--- src/inc/srr_map.svh ---
`ifndef SRR_MAP_SVH
`define SRR_MAP_SVH

// opcode bytes
`define SRR_OP_RETURN 8'hc5
`define SRR_OP_ROTATE 8'h88
`define SRR_OP_SBC_MEM 8'h3c
`define SRR_OP_SBS_MEM 8'h3d
`define SRR_OP_PREFIX 8'hdc
// default add-skip opcode, arbitrary neutral value
`define SRR_OP_ADS 8'h00

// second byte of the prefixed forms
`define SRR_SUB_SBC 4'hc
`define SRR_SUB_SBS 4'hb
`define SRR_SUB_HI 7
`define SRR_SUB_LO 4
`define SRR_DIR_BIT 3
`define SRR_IDX_HI 2
`define SRR_IDX_LO 1
`define SRR_ZERO_BIT 0

// stack frame layout
`define SRR_FRAME_MID 8'h02
`define SRR_FRAME_FLAGS 8'h04
`define SRR_FRAME_SIZE 8'h06
`define SRR_PC12_BIT 4
`define SRR_EMB_BIT 1
`define SRR_ERB_BIT 0

// pair used as the memory pointer
`define SRR_HL_PAIR 2'h3

// reset values
`define SRR_RST_PC 13'h0000
`define SRR_RST_SP 8'h00
`define SRR_RST_EA 8'h00
`define SRR_RST_PAIR 8'h00

`endif

--- src/inc/srr_pkg.sv ---
package srr_pkg;

   typedef enum logic [2:0] {
      SRR_DECODE,
      SRR_PREFIX,
      SRR_RET1,
      SRR_RET2,
      SRR_SKIP2
   } srr_fsm_type;

   typedef struct packed {
      logic [12:0] pc;
      logic [7:0] sp;
      logic [7:0] ea;
      logic carry;
      logic memory_bank_enable_flag;
      logic register_bank_enable_flag;
   } srr_state_type;

   typedef struct packed {
      logic valid;
      logic prefixed;
      logic [7:0] code;
      logic no_ovf_skip;
   } srr_ext_type;

endpackage : srr_pkg

--- src/rtl/srr_exec.sv ---
// Overview of operation
// RULE1 - return: one byte, three cycles, sp plus six
// RULE2 - return frame restores pc and bank flags
// RULE3 - fetch resumes at the restored pc
// RULE4 - rotate accumulator right through carry
// RULE5 - rotate is one byte, one cycle
// RULE6 - subtract with borrow sets carry on borrow
// RULE7 - subtract with borrow: memory and pair forms
// RULE8 - memory form no-borrow skips following add
// RULE9 - pair forms of borrow subtract never skip
// RULE10 - skip subtract ignores and keeps carry
// RULE11 - skip subtract skips next on borrow
// RULE12 - skip subtract: memory and pair forms
// RULE13 - decode 0x3c and prefix with 1100
// RULE14 - decode 0x3d and prefix with 1011
// RULE15 - decode 0xc5 return, 0x88 rotate
// RULE16 - r2 r1 selects one of four pairs
`timescale 1ns/1ps
`include "srr_map.svh"

module srr_exec #(
   parameter logic [7:0] ADS_OPCODE = `SRR_OP_ADS,
   parameter int PAIRS = 4
) (
   input wire logic clk_in,
   input wire logic rst_in,
   input wire logic fetch_valid_in,
   input wire logic [7:0] fetch_byte_in,
   output logic fetch_ready_out,
   output logic redirect_out,
   output logic [12:0] redirect_pc_out,
   output logic [7:0] mem_addr_out,
   input wire logic [7:0] mem_rdata_in,
   input wire logic rp_we_in,
   input wire logic [1:0] rp_sel_in,
   input wire logic [7:0] rp_wdata_in,
   input wire logic load_in,
   input wire srr_pkg::srr_state_type load_state_in,
   output srr_pkg::srr_state_type state_out,
   output logic [31:0] rp_flat_out,
   output srr_pkg::srr_ext_type ext_out
);
   import srr_pkg::*;

   generate
      if (PAIRS != 4) begin : g_bad
         $error("srr_exec serves exactly four register pairs");
      end
   endgenerate

   srr_fsm_type fsm;
   srr_state_type st;
   logic [7:0] rp [PAIRS];
   logic skip_pend;
   logic after_sbc;
   logic sbc_no_borrow;

   logic take;
   logic in_dec;
   logic is_ads;
   logic skip_now;
   logic do_op;
   logic in_pre;
   logic [3:0] sub_code;
   logic pre_dir;
   logic [1:0] pre_idx;
   logic pre_sbc;
   logic pre_sbs;
   logic pre_hit;
   logic ex_rrc;
   logic ex_sbcm;
   logic ex_sbsm;
   logic ex_ret;
   logic [3:0] nib_diff;
   logic nib_borrow;
   logic [7:0] wide_dst;
   logic [7:0] wide_src;
   logic [7:0] wide_diff;
   logic wide_borrow;

   // pair index from r2 r1, pairs are even aligned
   function automatic logic [1:0] pair_index(input logic [7:0] code);
      pair_index = code[`SRR_IDX_HI:`SRR_IDX_LO];
   endfunction : pair_index

   always_comb begin
      fetch_ready_out = ((fsm == SRR_DECODE) || (fsm == SRR_PREFIX) ||
                         (fsm == SRR_SKIP2)) && !redirect_out;
      take = fetch_valid_in && fetch_ready_out;
      in_dec = take && (fsm == SRR_DECODE);
      in_pre = take && (fsm == SRR_PREFIX);
      is_ads = (fetch_byte_in == ADS_OPCODE);
      // RULE8 add skipped
      skip_now = skip_pend || (after_sbc && sbc_no_borrow && is_ads);
      do_op = in_dec && !skip_now;
      // RULE15 fixed opcodes
      ex_ret = do_op && (fetch_byte_in == `SRR_OP_RETURN);
      // RULE5 rotate done in decode cycle
      ex_rrc = do_op && (fetch_byte_in == `SRR_OP_ROTATE);
      // RULE13 memory borrow form
      ex_sbcm = do_op && (fetch_byte_in == `SRR_OP_SBC_MEM);
      // RULE14 memory skip form
      ex_sbsm = do_op && (fetch_byte_in == `SRR_OP_SBS_MEM);
      sub_code = fetch_byte_in[`SRR_SUB_HI:`SRR_SUB_LO];
      pre_dir = fetch_byte_in[`SRR_DIR_BIT];
      pre_idx = pair_index(fetch_byte_in);
      // RULE13 prefixed borrow form
      pre_sbc = in_pre && (sub_code == `SRR_SUB_SBC) && !fetch_byte_in[`SRR_ZERO_BIT];
      // RULE14 prefixed skip form
      pre_sbs = in_pre && (sub_code == `SRR_SUB_SBS) && !fetch_byte_in[`SRR_ZERO_BIT];
      pre_hit = pre_sbc || pre_sbs;
   end

   // operand select for pair forms
   always_comb begin
      wide_dst = pre_dir ? st.ea : rp[pre_idx];
      wide_src = pre_dir ? rp[pre_idx] : st.ea;
   end

   // return frame and pointer fetch
   always_comb begin
      unique case (fsm)
         SRR_RET1: mem_addr_out = st.sp + `SRR_FRAME_MID;
         SRR_RET2: mem_addr_out = st.sp + `SRR_FRAME_FLAGS;
         default: mem_addr_out = (fetch_byte_in == `SRR_OP_RETURN) ? st.sp :
                                 rp[`SRR_HL_PAIR];
      endcase
   end

   // RULE10 no carry into skip subtract
   srr_sub #(.W(4)) u_nib (
      .dst_in(st.ea[3:0]),
      .src_in(mem_rdata_in[3:0]),
      .borrow_in(st.carry && (fetch_byte_in == `SRR_OP_SBC_MEM)),
      .diff_out(nib_diff),
      .borrow_out(nib_borrow)
   );

   srr_sub #(.W(8)) u_wide (
      .dst_in(wide_dst),
      .src_in(wide_src),
      .borrow_in(st.carry && (sub_code == `SRR_SUB_SBC)),
      .diff_out(wide_diff),
      .borrow_out(wide_borrow)
   );

   // sequencing
   always_ff @(posedge clk_in) begin
      if (rst_in) begin
         fsm <= SRR_DECODE;
      end else begin
         unique case (fsm)
            SRR_DECODE: begin
               if (in_dec && skip_now && (fetch_byte_in == `SRR_OP_PREFIX)) begin
                  fsm <= SRR_SKIP2;
               end else if (ex_ret) begin
                  fsm <= SRR_RET1;
               end else if (do_op && (fetch_byte_in == `SRR_OP_PREFIX)) begin
                  fsm <= SRR_PREFIX;
               end
            end
            SRR_PREFIX: if (take) fsm <= SRR_DECODE;
            // RULE1 three cycle return
            SRR_RET1: fsm <= SRR_RET2;
            SRR_RET2: fsm <= SRR_DECODE;
            SRR_SKIP2: if (take) fsm <= SRR_DECODE;
         endcase
      end
   end

   // architectural state
   always_ff @(posedge clk_in) begin
      if (rst_in) begin
         st <= '{pc: `SRR_RST_PC, sp: `SRR_RST_SP, ea: `SRR_RST_EA,
                 carry: 1'b0, memory_bank_enable_flag: 1'b0, register_bank_enable_flag: 1'b0};
      end else if (load_in) begin
         st <= load_state_in;
      end else begin
         if (take) begin
            st.pc <= st.pc + 13'h0001;
         end
         // RULE2 frame head
         if (ex_ret) begin
            st.pc[12:8] <= {mem_rdata_in[`SRR_PC12_BIT], mem_rdata_in[3:0]};
         end
         if (fsm == SRR_RET1) begin
            st.pc[7:0] <= {mem_rdata_in[7:4], mem_rdata_in[3:0]};
         end
         // RULE1 pop frame
         if (fsm == SRR_RET2) begin
            st.memory_bank_enable_flag <= mem_rdata_in[`SRR_EMB_BIT];
            st.register_bank_enable_flag <= mem_rdata_in[`SRR_ERB_BIT];
            st.sp <= st.sp + `SRR_FRAME_SIZE;
         end
         // RULE4 rotate through carry
         if (ex_rrc) begin
            st.carry <= st.ea[0];
            st.ea[3:0] <= {st.carry, st.ea[3:1]};
         end
         // RULE6 memory borrow subtract
         if (ex_sbcm) begin
            st.ea[3:0] <= nib_diff;
            st.carry <= nib_borrow;
         end
         // RULE12 memory skip subtract result
         if (ex_sbsm) begin
            st.ea[3:0] <= nib_diff;
         end
         // RULE7 extended destination
         if (pre_hit && pre_dir) begin
            st.ea <= wide_diff;
         end
         if (pre_sbc) begin
            st.carry <= wide_borrow;
         end
      end
   end

   // working register pairs
   always_ff @(posedge clk_in) begin
      if (rst_in) begin
         for (int i = 0; i < PAIRS; i++) begin
            rp[i] <= `SRR_RST_PAIR;
         end
      end else if (pre_hit && !pre_dir) begin
         // RULE16 selected pair written
         rp[pre_idx] <= wide_diff;
      end else if (rp_we_in) begin
         rp[rp_sel_in] <= rp_wdata_in;
      end
   end

   // skip and add-adjust tracking
   always_ff @(posedge clk_in) begin
      if (rst_in) begin
         skip_pend <= 1'b0;
         after_sbc <= 1'b0;
         sbc_no_borrow <= 1'b0;
      end else begin
         if (in_dec) begin
            // RULE11 skip on borrow
            skip_pend <= ex_sbsm && nib_borrow;
            after_sbc <= ex_sbcm;
            sbc_no_borrow <= ex_sbcm && !nib_borrow;
         end else if (in_pre) begin
            // RULE9 borrow subtract never skips
            skip_pend <= pre_sbs && wide_borrow;
            after_sbc <= 1'b0;
            sbc_no_borrow <= 1'b0;
         end
      end
   end

   // foreign instructions and return redirect
   always_ff @(posedge clk_in) begin
      if (rst_in) begin
         ext_out <= '0;
         redirect_out <= 1'b0;
      end else begin
         // RULE3 resume at restored pc
         redirect_out <= (fsm == SRR_RET2);
         ext_out.valid <= (do_op && !ex_ret && !ex_rrc && !ex_sbcm && !ex_sbsm &&
                           (fetch_byte_in != `SRR_OP_PREFIX)) || (in_pre && !pre_hit);
         ext_out.prefixed <= in_pre;
         ext_out.code <= fetch_byte_in;
         // RULE8 add overflow skip inhibited
         ext_out.no_ovf_skip <= in_dec && after_sbc && is_ads;
      end
   end

   always_comb begin
      redirect_pc_out = st.pc;
      state_out = st;
      rp_flat_out = {rp[3], rp[2], rp[1], rp[0]};
   end
endmodule : srr_exec

--- src/rtl/srr_sub.sv ---
`timescale 1ns/1ps

module srr_sub #(
   parameter int W = 8
) (
   input wire logic [W-1:0] dst_in,
   input wire logic [W-1:0] src_in,
   input wire logic borrow_in,
   output logic [W-1:0] diff_out,
   output logic borrow_out
);

   logic [W:0] full;

   generate
      if (W < 1) begin : g_bad
         $error("srr_sub width must be positive");
      end
   endgenerate

   // borrow out of the top bit
   always_comb begin
      full = {1'b0, dst_in} - {1'b0, src_in} - {{W{1'b0}}, borrow_in};
      diff_out = full[W-1:0];
      borrow_out = full[W];
   end

endmodule : srr_sub
--- config.mk ---
export PLATFORM = sky130hd
export DESIGN_NAME = srr_exec
export DESIGN_NICKNAME = d
export VERILOG_FILES = /design/src/inc/srr_pkg.sv /design/src/rtl/srr_exec.sv /design/src/rtl/srr_sub.sv
export VERILOG_INCLUDE_DIRS = /design/src /design/src/inc
export SDC_FILE = /design/constraint.sdc
export NUM_CORES = 1
export LEC_CHECK = 0
export BUFFER_PORTS_ARGS = -buffer_cell sky130_fd_sc_hd__buf_4
export CORE_MARGIN = 2
export CORE_UTILIZATION = 54
export CTS_CLUSTER_SIZE = 25
export DETAILED_ROUTE_END_ITERATION = 6
export GPL_TIMING_DRIVEN = 1
export MAX_ROUTING_LAYER = met4
export PLACE_DENSITY = 0.9
export SYNTH_ARGS = -nofsm -noshare
export SYNTH_HDL_FRONTEND = slang
export SYNTH_SLANG_ARGS = --single-unit
--- constraint.sdc ---
create_clock -name clk_in -period 12.3 [get_ports clk_in]
set_input_delay 1.845 -clock clk_in [delete_from_list [all_inputs] [get_ports clk_in]]
set_output_delay 1.845 -clock clk_in [all_outputs]
set_load 0.02 [all_outputs]
-- Word level (Yosys, flattened, before mapping)
Memory sizes are Yosys's and may differ from the RTL's.
Cells that the tools add are included.
Widths: inputs -> output; s select.
- eq/ne operators: 14
- reduce and logical (&&, ||, !) cells: 61
- multiply operators: 0
- add/sub/neg operators: 8
- magnitude comparators: 0
- bitwise logic cells: 0
- muxes and demuxes: 40
- divide/modulo/power cells: 0
- shift operators: 0
- operators with widths (kind ; count):
    $mux 8 ; 8
    $logic_and 1x1->1 ; 33
    $mux 32 ; 1
    $eq 8x8->1 const B ; 3
    $mux 1 ; 17
    $add 8x3->8 const B ; 2
    $eq 8x6->1 const B ; 2
    $pmux 8 s2 ; 1
    $reduce_or 8->1 ; 2
    $mux 5 ; 3
    $add 13x1->13 const B ; 1
    $mux 13 ; 1
    $mux 3 ; 4
    $pmux 3 s4 ; 1
    $logic_not 1->1 ; 10
    $sub 8x8->9 ; 1
    $sub 9x1->9 ; 1
    $add 8x2->8 const B ; 1
    $eq 4x4->1 const B ; 2
    $logic_not 8->1 ; 1
    $ne 8x8->1 const B ; 1
    $eq 3x2->1 const B ; 2
    $mux 2 ; 3
    $reduce_bool 2->1 ; 3
    14 further kinds ; 19
- flip-flop bits (word level): 50
- bits in read-only memories: 0
- bits in latches: 0
- bits in writable memories: 32
- memories kept: 1
- memory list (memory ; words ; bits a word ; read ports ; clocked after Yosys merged registers in ; write ports ; line ; text):
    rp ; 4 ; 8 ; 5 ; 0 ; 4 ; srr_exec.sv:53 ; logic [7:0] rp [PAIRS];

-- Depth between registers and ports, before layout
- depth in word-level cells: 16
- mapped depth: 14
- mapped depth without buffers: 12

-- Modules after synthesis
A second synthesis with hierarchy kept.
- cell total of the unflattened synthesis: 657
- area, all modules: 5711.7 µm²
- by module, submodules not included (module ; cells each ; area an instance (µm²) ; instances ; sequential area each (µm²)):
    srr_exec ; 557 ; 4959.8 ; 1 ; 1961.9
    srr_sub at u_wide ; 76 ; 544.3 ; 1 ; 0.0
    srr_sub at u_nib ; 24 ; 207.7 ; 1 ; 0.0

-- Worst setup path before layout
OpenSTA, ideal clock, no wires.
- path type: input -> register
- start: input fetch_byte_in[1]
- end: memory rp[2][5], data pin
- setup slack: 6.865 ns
- path buffers: 2
- stages: 13
- data required time: 12.033 ns
- data arrival time: 5.168 ns
- setup time: 0.267 ns
- cell sequence: buf_2 -> clkbuf_1 -> mux4_2 -> nand2_1 -> nand2_1 -> fa_1 -> ha_1 -> or4b_2 -> a21oi_1 -> nor2_1 -> xnor2_1 -> a2bb2oi_1 -> nor2_1
- RTL lines (item ; line ; text):
    start: declaration ; srr_exec.sv:28 ; input wire logic [7:0] fetch_byte_in,
    end: declaration ; srr_exec.sv:53 ;

-- Final worst setup path
- start: input fetch_byte_in[5]
- end: output mem_addr_out[4]
- cells in the longest elaborated chain, start to end: 3
- ends and longest elaborated chain (item ; line ; text):
    $eq 8x8->1 (no source line) ; - ;
    $mux 8 ; srr_exec.sv:125 ; default: mem_addr_out = (fetch_byte_in == `SRR_OP_RETURN) ? st.sp :
    $pmux 8 s2 ; srr_exec.sv:122 ; unique case (fsm)
    end: declaration ; srr_exec.sv:32 ; output logic [7:0] mem_addr_out,
Every way passes these cells.

==> summary.md <==
| Metric | Value |
|---|---|
| Buffers added on ports | `160` |
| Setup Viol. Count Final | `0` |
| PD cells | `106 nW/µm²` |
| Die Wd | `105 µm` |
| Tcrit/Tclk final | `42.4%` |
| Drt pass-1 iters | `5` |
| Vias in the first global route | `5,152` |
| Ports | `161` |
| Worst min-delay path class | `reg -> reg` |
| Crit end category | `output port` |
| CTS Buf Count | `9` |
| Critical Path Source Type | `input port` |
| Leak | `3.01 nW` |
| Status | `complete, no violations` |
| Num rows | `36` |
| Seq/Total Area, Yosys | `35.7%` |
| Initial antenna violation count | `0` |
| Mean Syn Cell Area | `8.77 µm²` |
| Final WL | `16,900 µm` |
| Setup CP Type | `in -> out` |
| Remaining antenna violation count after routing | `0` |
| GRT overflow | `0` |
| CP delay by family, top | `simple AND/OR/NAND/NOR gates` |
| R2R depth | `11` |
| Share of cells above drive strength 1 | `27.7%` |
| Final Max Slew Viols | `0` |
| CP Max Fanout | `8` |
| Worst Skew | `9.44 ps` |
| Starting Density | `56.0%` |
| Max-cap violations | `0` |
| Most common cell after layout, fill and taps aside | `buf_4` |
| CP endpoint | `mem_addr_out[4]` |
| Worst Setup SP | `fetch_byte_in[5]` |
| CP cell instances | `buf_4 -> and4bb_2 -> nand4_1 -> nor2_1 -> nor2_1 -> o221a_2 -> buf_4` |
| Post-CTS Setup Repair Bufs | `0` |
| Arrival @ worst endpoint | `3370 ps` |
| Dominant synthesized flop cell | `dfxtp_1` |
| Reg2Reg Capture Point | `rp[1][5]$_SDFFCE_PN0P_` |
| Yosys cell types | `76` |
| Nets | `837` |
| Maximum clock rate | `192 MHz` |
| Crit path depth | `7` |
| Gpl congestion | `0.939` |
| All-Layer GR Usage | `31.4%` |
| CP max stage delay | `360 ps` |
| Slew headroom | `34.9%` |
| Diode count | `0` |
| Flops & latches, synth | `82` |
| Clock latency on the worst-skew pair | `370 ps` |
| Most frequent cells in the layout | `buf_4 (160), nor2_1 (92), dfxtp_1 (50)` |
| Post-synth EDFFs | `32` |
| Drt via density | `6.05` |
| Tightest Pin Transition | `972 ps` |
| Core area | `9820 µm²` |
| Syn Std Cell Area | `5500 µm²` |
| Mapped Cells | `627` |
| CTS tree | `done` |
| Htree depth | `3` |
| FF-to-FF Start | `rp[3][0]$_DFFE_PP_` |
| Maximum root-to-sink buffer count | `2` |
| Largest net degree at the start of global routing | `58` |
| Post-route setup TNS | `0 ps` |
| R2R setup slack | `8610 ps` |
| Chip Height | `105 µm` |
| Clock Pin Slew Worst Setup and Hold Paths | `90 ps` |
| WP buf/inv | `2` |
| Critical-path top delay cell | `and4bb_2` |
| Hold Slack | `485 ps` |
| Synth Warn # | `0` |
| PostCTS Resize Cnt | `0` |
| First-pass GRT wire length | `26,700 µm` |
| Area grow syn2layout | `24.0%` |
| Synthesized net count | `715` |
| Hold buffers post-CTS | `0` |
| Routed via count | `5,362` |
| DRC violations left | `0` |
| DRT iter0 DRCs | `423` |
| Tmin final | `5220 ps` |
| Unrepaired setup endpoints after global routing | `no` |
| Avg WL per Cell | `19.0 µm` |
| CTS Sinks | `82` |
| Final Hold Viols | `0` |
| VDD IR max | `0.0000740 V` |
| FFs w/ async S/R, synth | `0%` |
| Clk root buf | `clkbuf_8` |
| HPWL Detailed | `12,500 µm` |
| Die area | `11,000 µm²` |
| Req. time, crit path | `10,450 ps` |
==> worst min path at each step <==
stage	from	endpoint	depth (start not counted)	slack [ps]
6_report	after_sbc$_SDFFE_PP0P_	after_sbc$_SDFFE_PP0P_	2	480
5_1_grt	after_sbc$_SDFFE_PP0P_	after_sbc$_SDFFE_PP0P_	2	510
4_1_cts	after_sbc$_SDFFE_PP0P_	after_sbc$_SDFFE_PP0P_	2	480
3_5_place_dp	after_sbc$_SDFFE_PP0P_	after_sbc$_SDFFE_PP0P_	2	460
3_3_place_gp	after_sbc$_SDFFE_PP0P_	after_sbc$_SDFFE_PP0P_	2	460
2_1_floorplan	after_sbc$_SDFFE_PP0P_	after_sbc$_SDFFE_PP0P_	2	430
==> kinds of logic (layout without fill, tap and decap cells) <==
| logic type | Yosys count | count (layout) | synth area share [%] |
|---|---|---|---|
| and+or+nand+nor | 239 | 239 | 21.7 |
| AOI/OAI and AO/OA | 131 | 131 | 16.6 |
| buffers and inverters | 89 | 216 | 7.28 |
| DFF | 82 | 82 | 35.7 |
| muxes | 37 | 37 | 8.71 |
| adders and majority gates | 25 | 25 | 6.23 |
| xor gates and xnor gates | 24 | 24 | 3.82 |
==> final cells by class <==
class                           count  area, µm²
Clock buffer                        9        124
Clock inverter                      7       77.6
Fill cell                         795       3000
Inverter                           40        150
Multi-Input combinational cell    456       3140
Sequential cell                    82       1960
Tap cell                          133        166
Timing Repair Buffer              160       1200
==> worst reg2reg max path, delay by kind of cell (launching register included) <==
kind | cells | cell delay, ps
compound gates | 2 | 570
xor+xnor | 1 | 190
fa+ha+maj | 2 | 700
flops | 1 | 470
mux | 1 | 520
simple gates | 5 | 980
==> through the flow <==
step	cell area [µm²]	total power, mW	worst slack (ps)	util [%]	std cells
2_1_floorplan	5500	0.445	6860	-	627
3_3_place_gp	6620	0.514	7060	67.4	871
3_5_place_dp	6620	0.517	6960	67.4	871
4_1_cts	6820	0.721	7100	69.4	887
5_1_grt	6820	0.754	6960	69.4	887
6_report	6820	0.722	7080	69.4	887
==> where the power goes <==
group          switching, mW  internal [mW]  total [mW]
clock                  0.112         0.0952       0.207
sequential            0.0179          0.296       0.314
combinational          0.114         0.0871       0.201
total                  0.244          0.479       0.722
==> metal layers <==
layer / track usage (%) / wire length (µm) / vias up
li1: - / - / 2498
met3: 5.99 / 1540 / 42
met2: 48.3 / 7790 / 292
met5: - / 0 / -
met1: 41.5 / 7070 / 2530
met4: 11.1 / 463 / 0
==> Yosys cell counts, types with 17 or more instances <==
cell type | count | area [µm²]
nor2_1 | 92 | 345
dfxtp_1 | 50 | 1000
nand2_1 | 49 | 184
a21oi_1 | 39 | 195
inv_1 | 39 | 146
edfxtp_1 | 32 | 961
clkbuf_1 | 22 | 82.6
mux2i_1 | 22 | 220
ha_1 | 21 | 263
nand3_1 | 19 | 95.1
a211oi_1 | 18 | 135
o21ai_0 | 17 | 85.1
==> flip-flops by register name, summed over array words and instances (netlist names) <==
| signal | cells |
|---|---|
| after_sbc | 1 |
| sbc_no_borrow | 1 |
| rp | 32 |
| fsm | 3 |
| ext_out | 11 |
| redirect_pc_out | 13 |
| skip_pend | 1 |
| state_out | 19 |
| redirect_out | 1 |
Power figures use the tool's default switching activity.
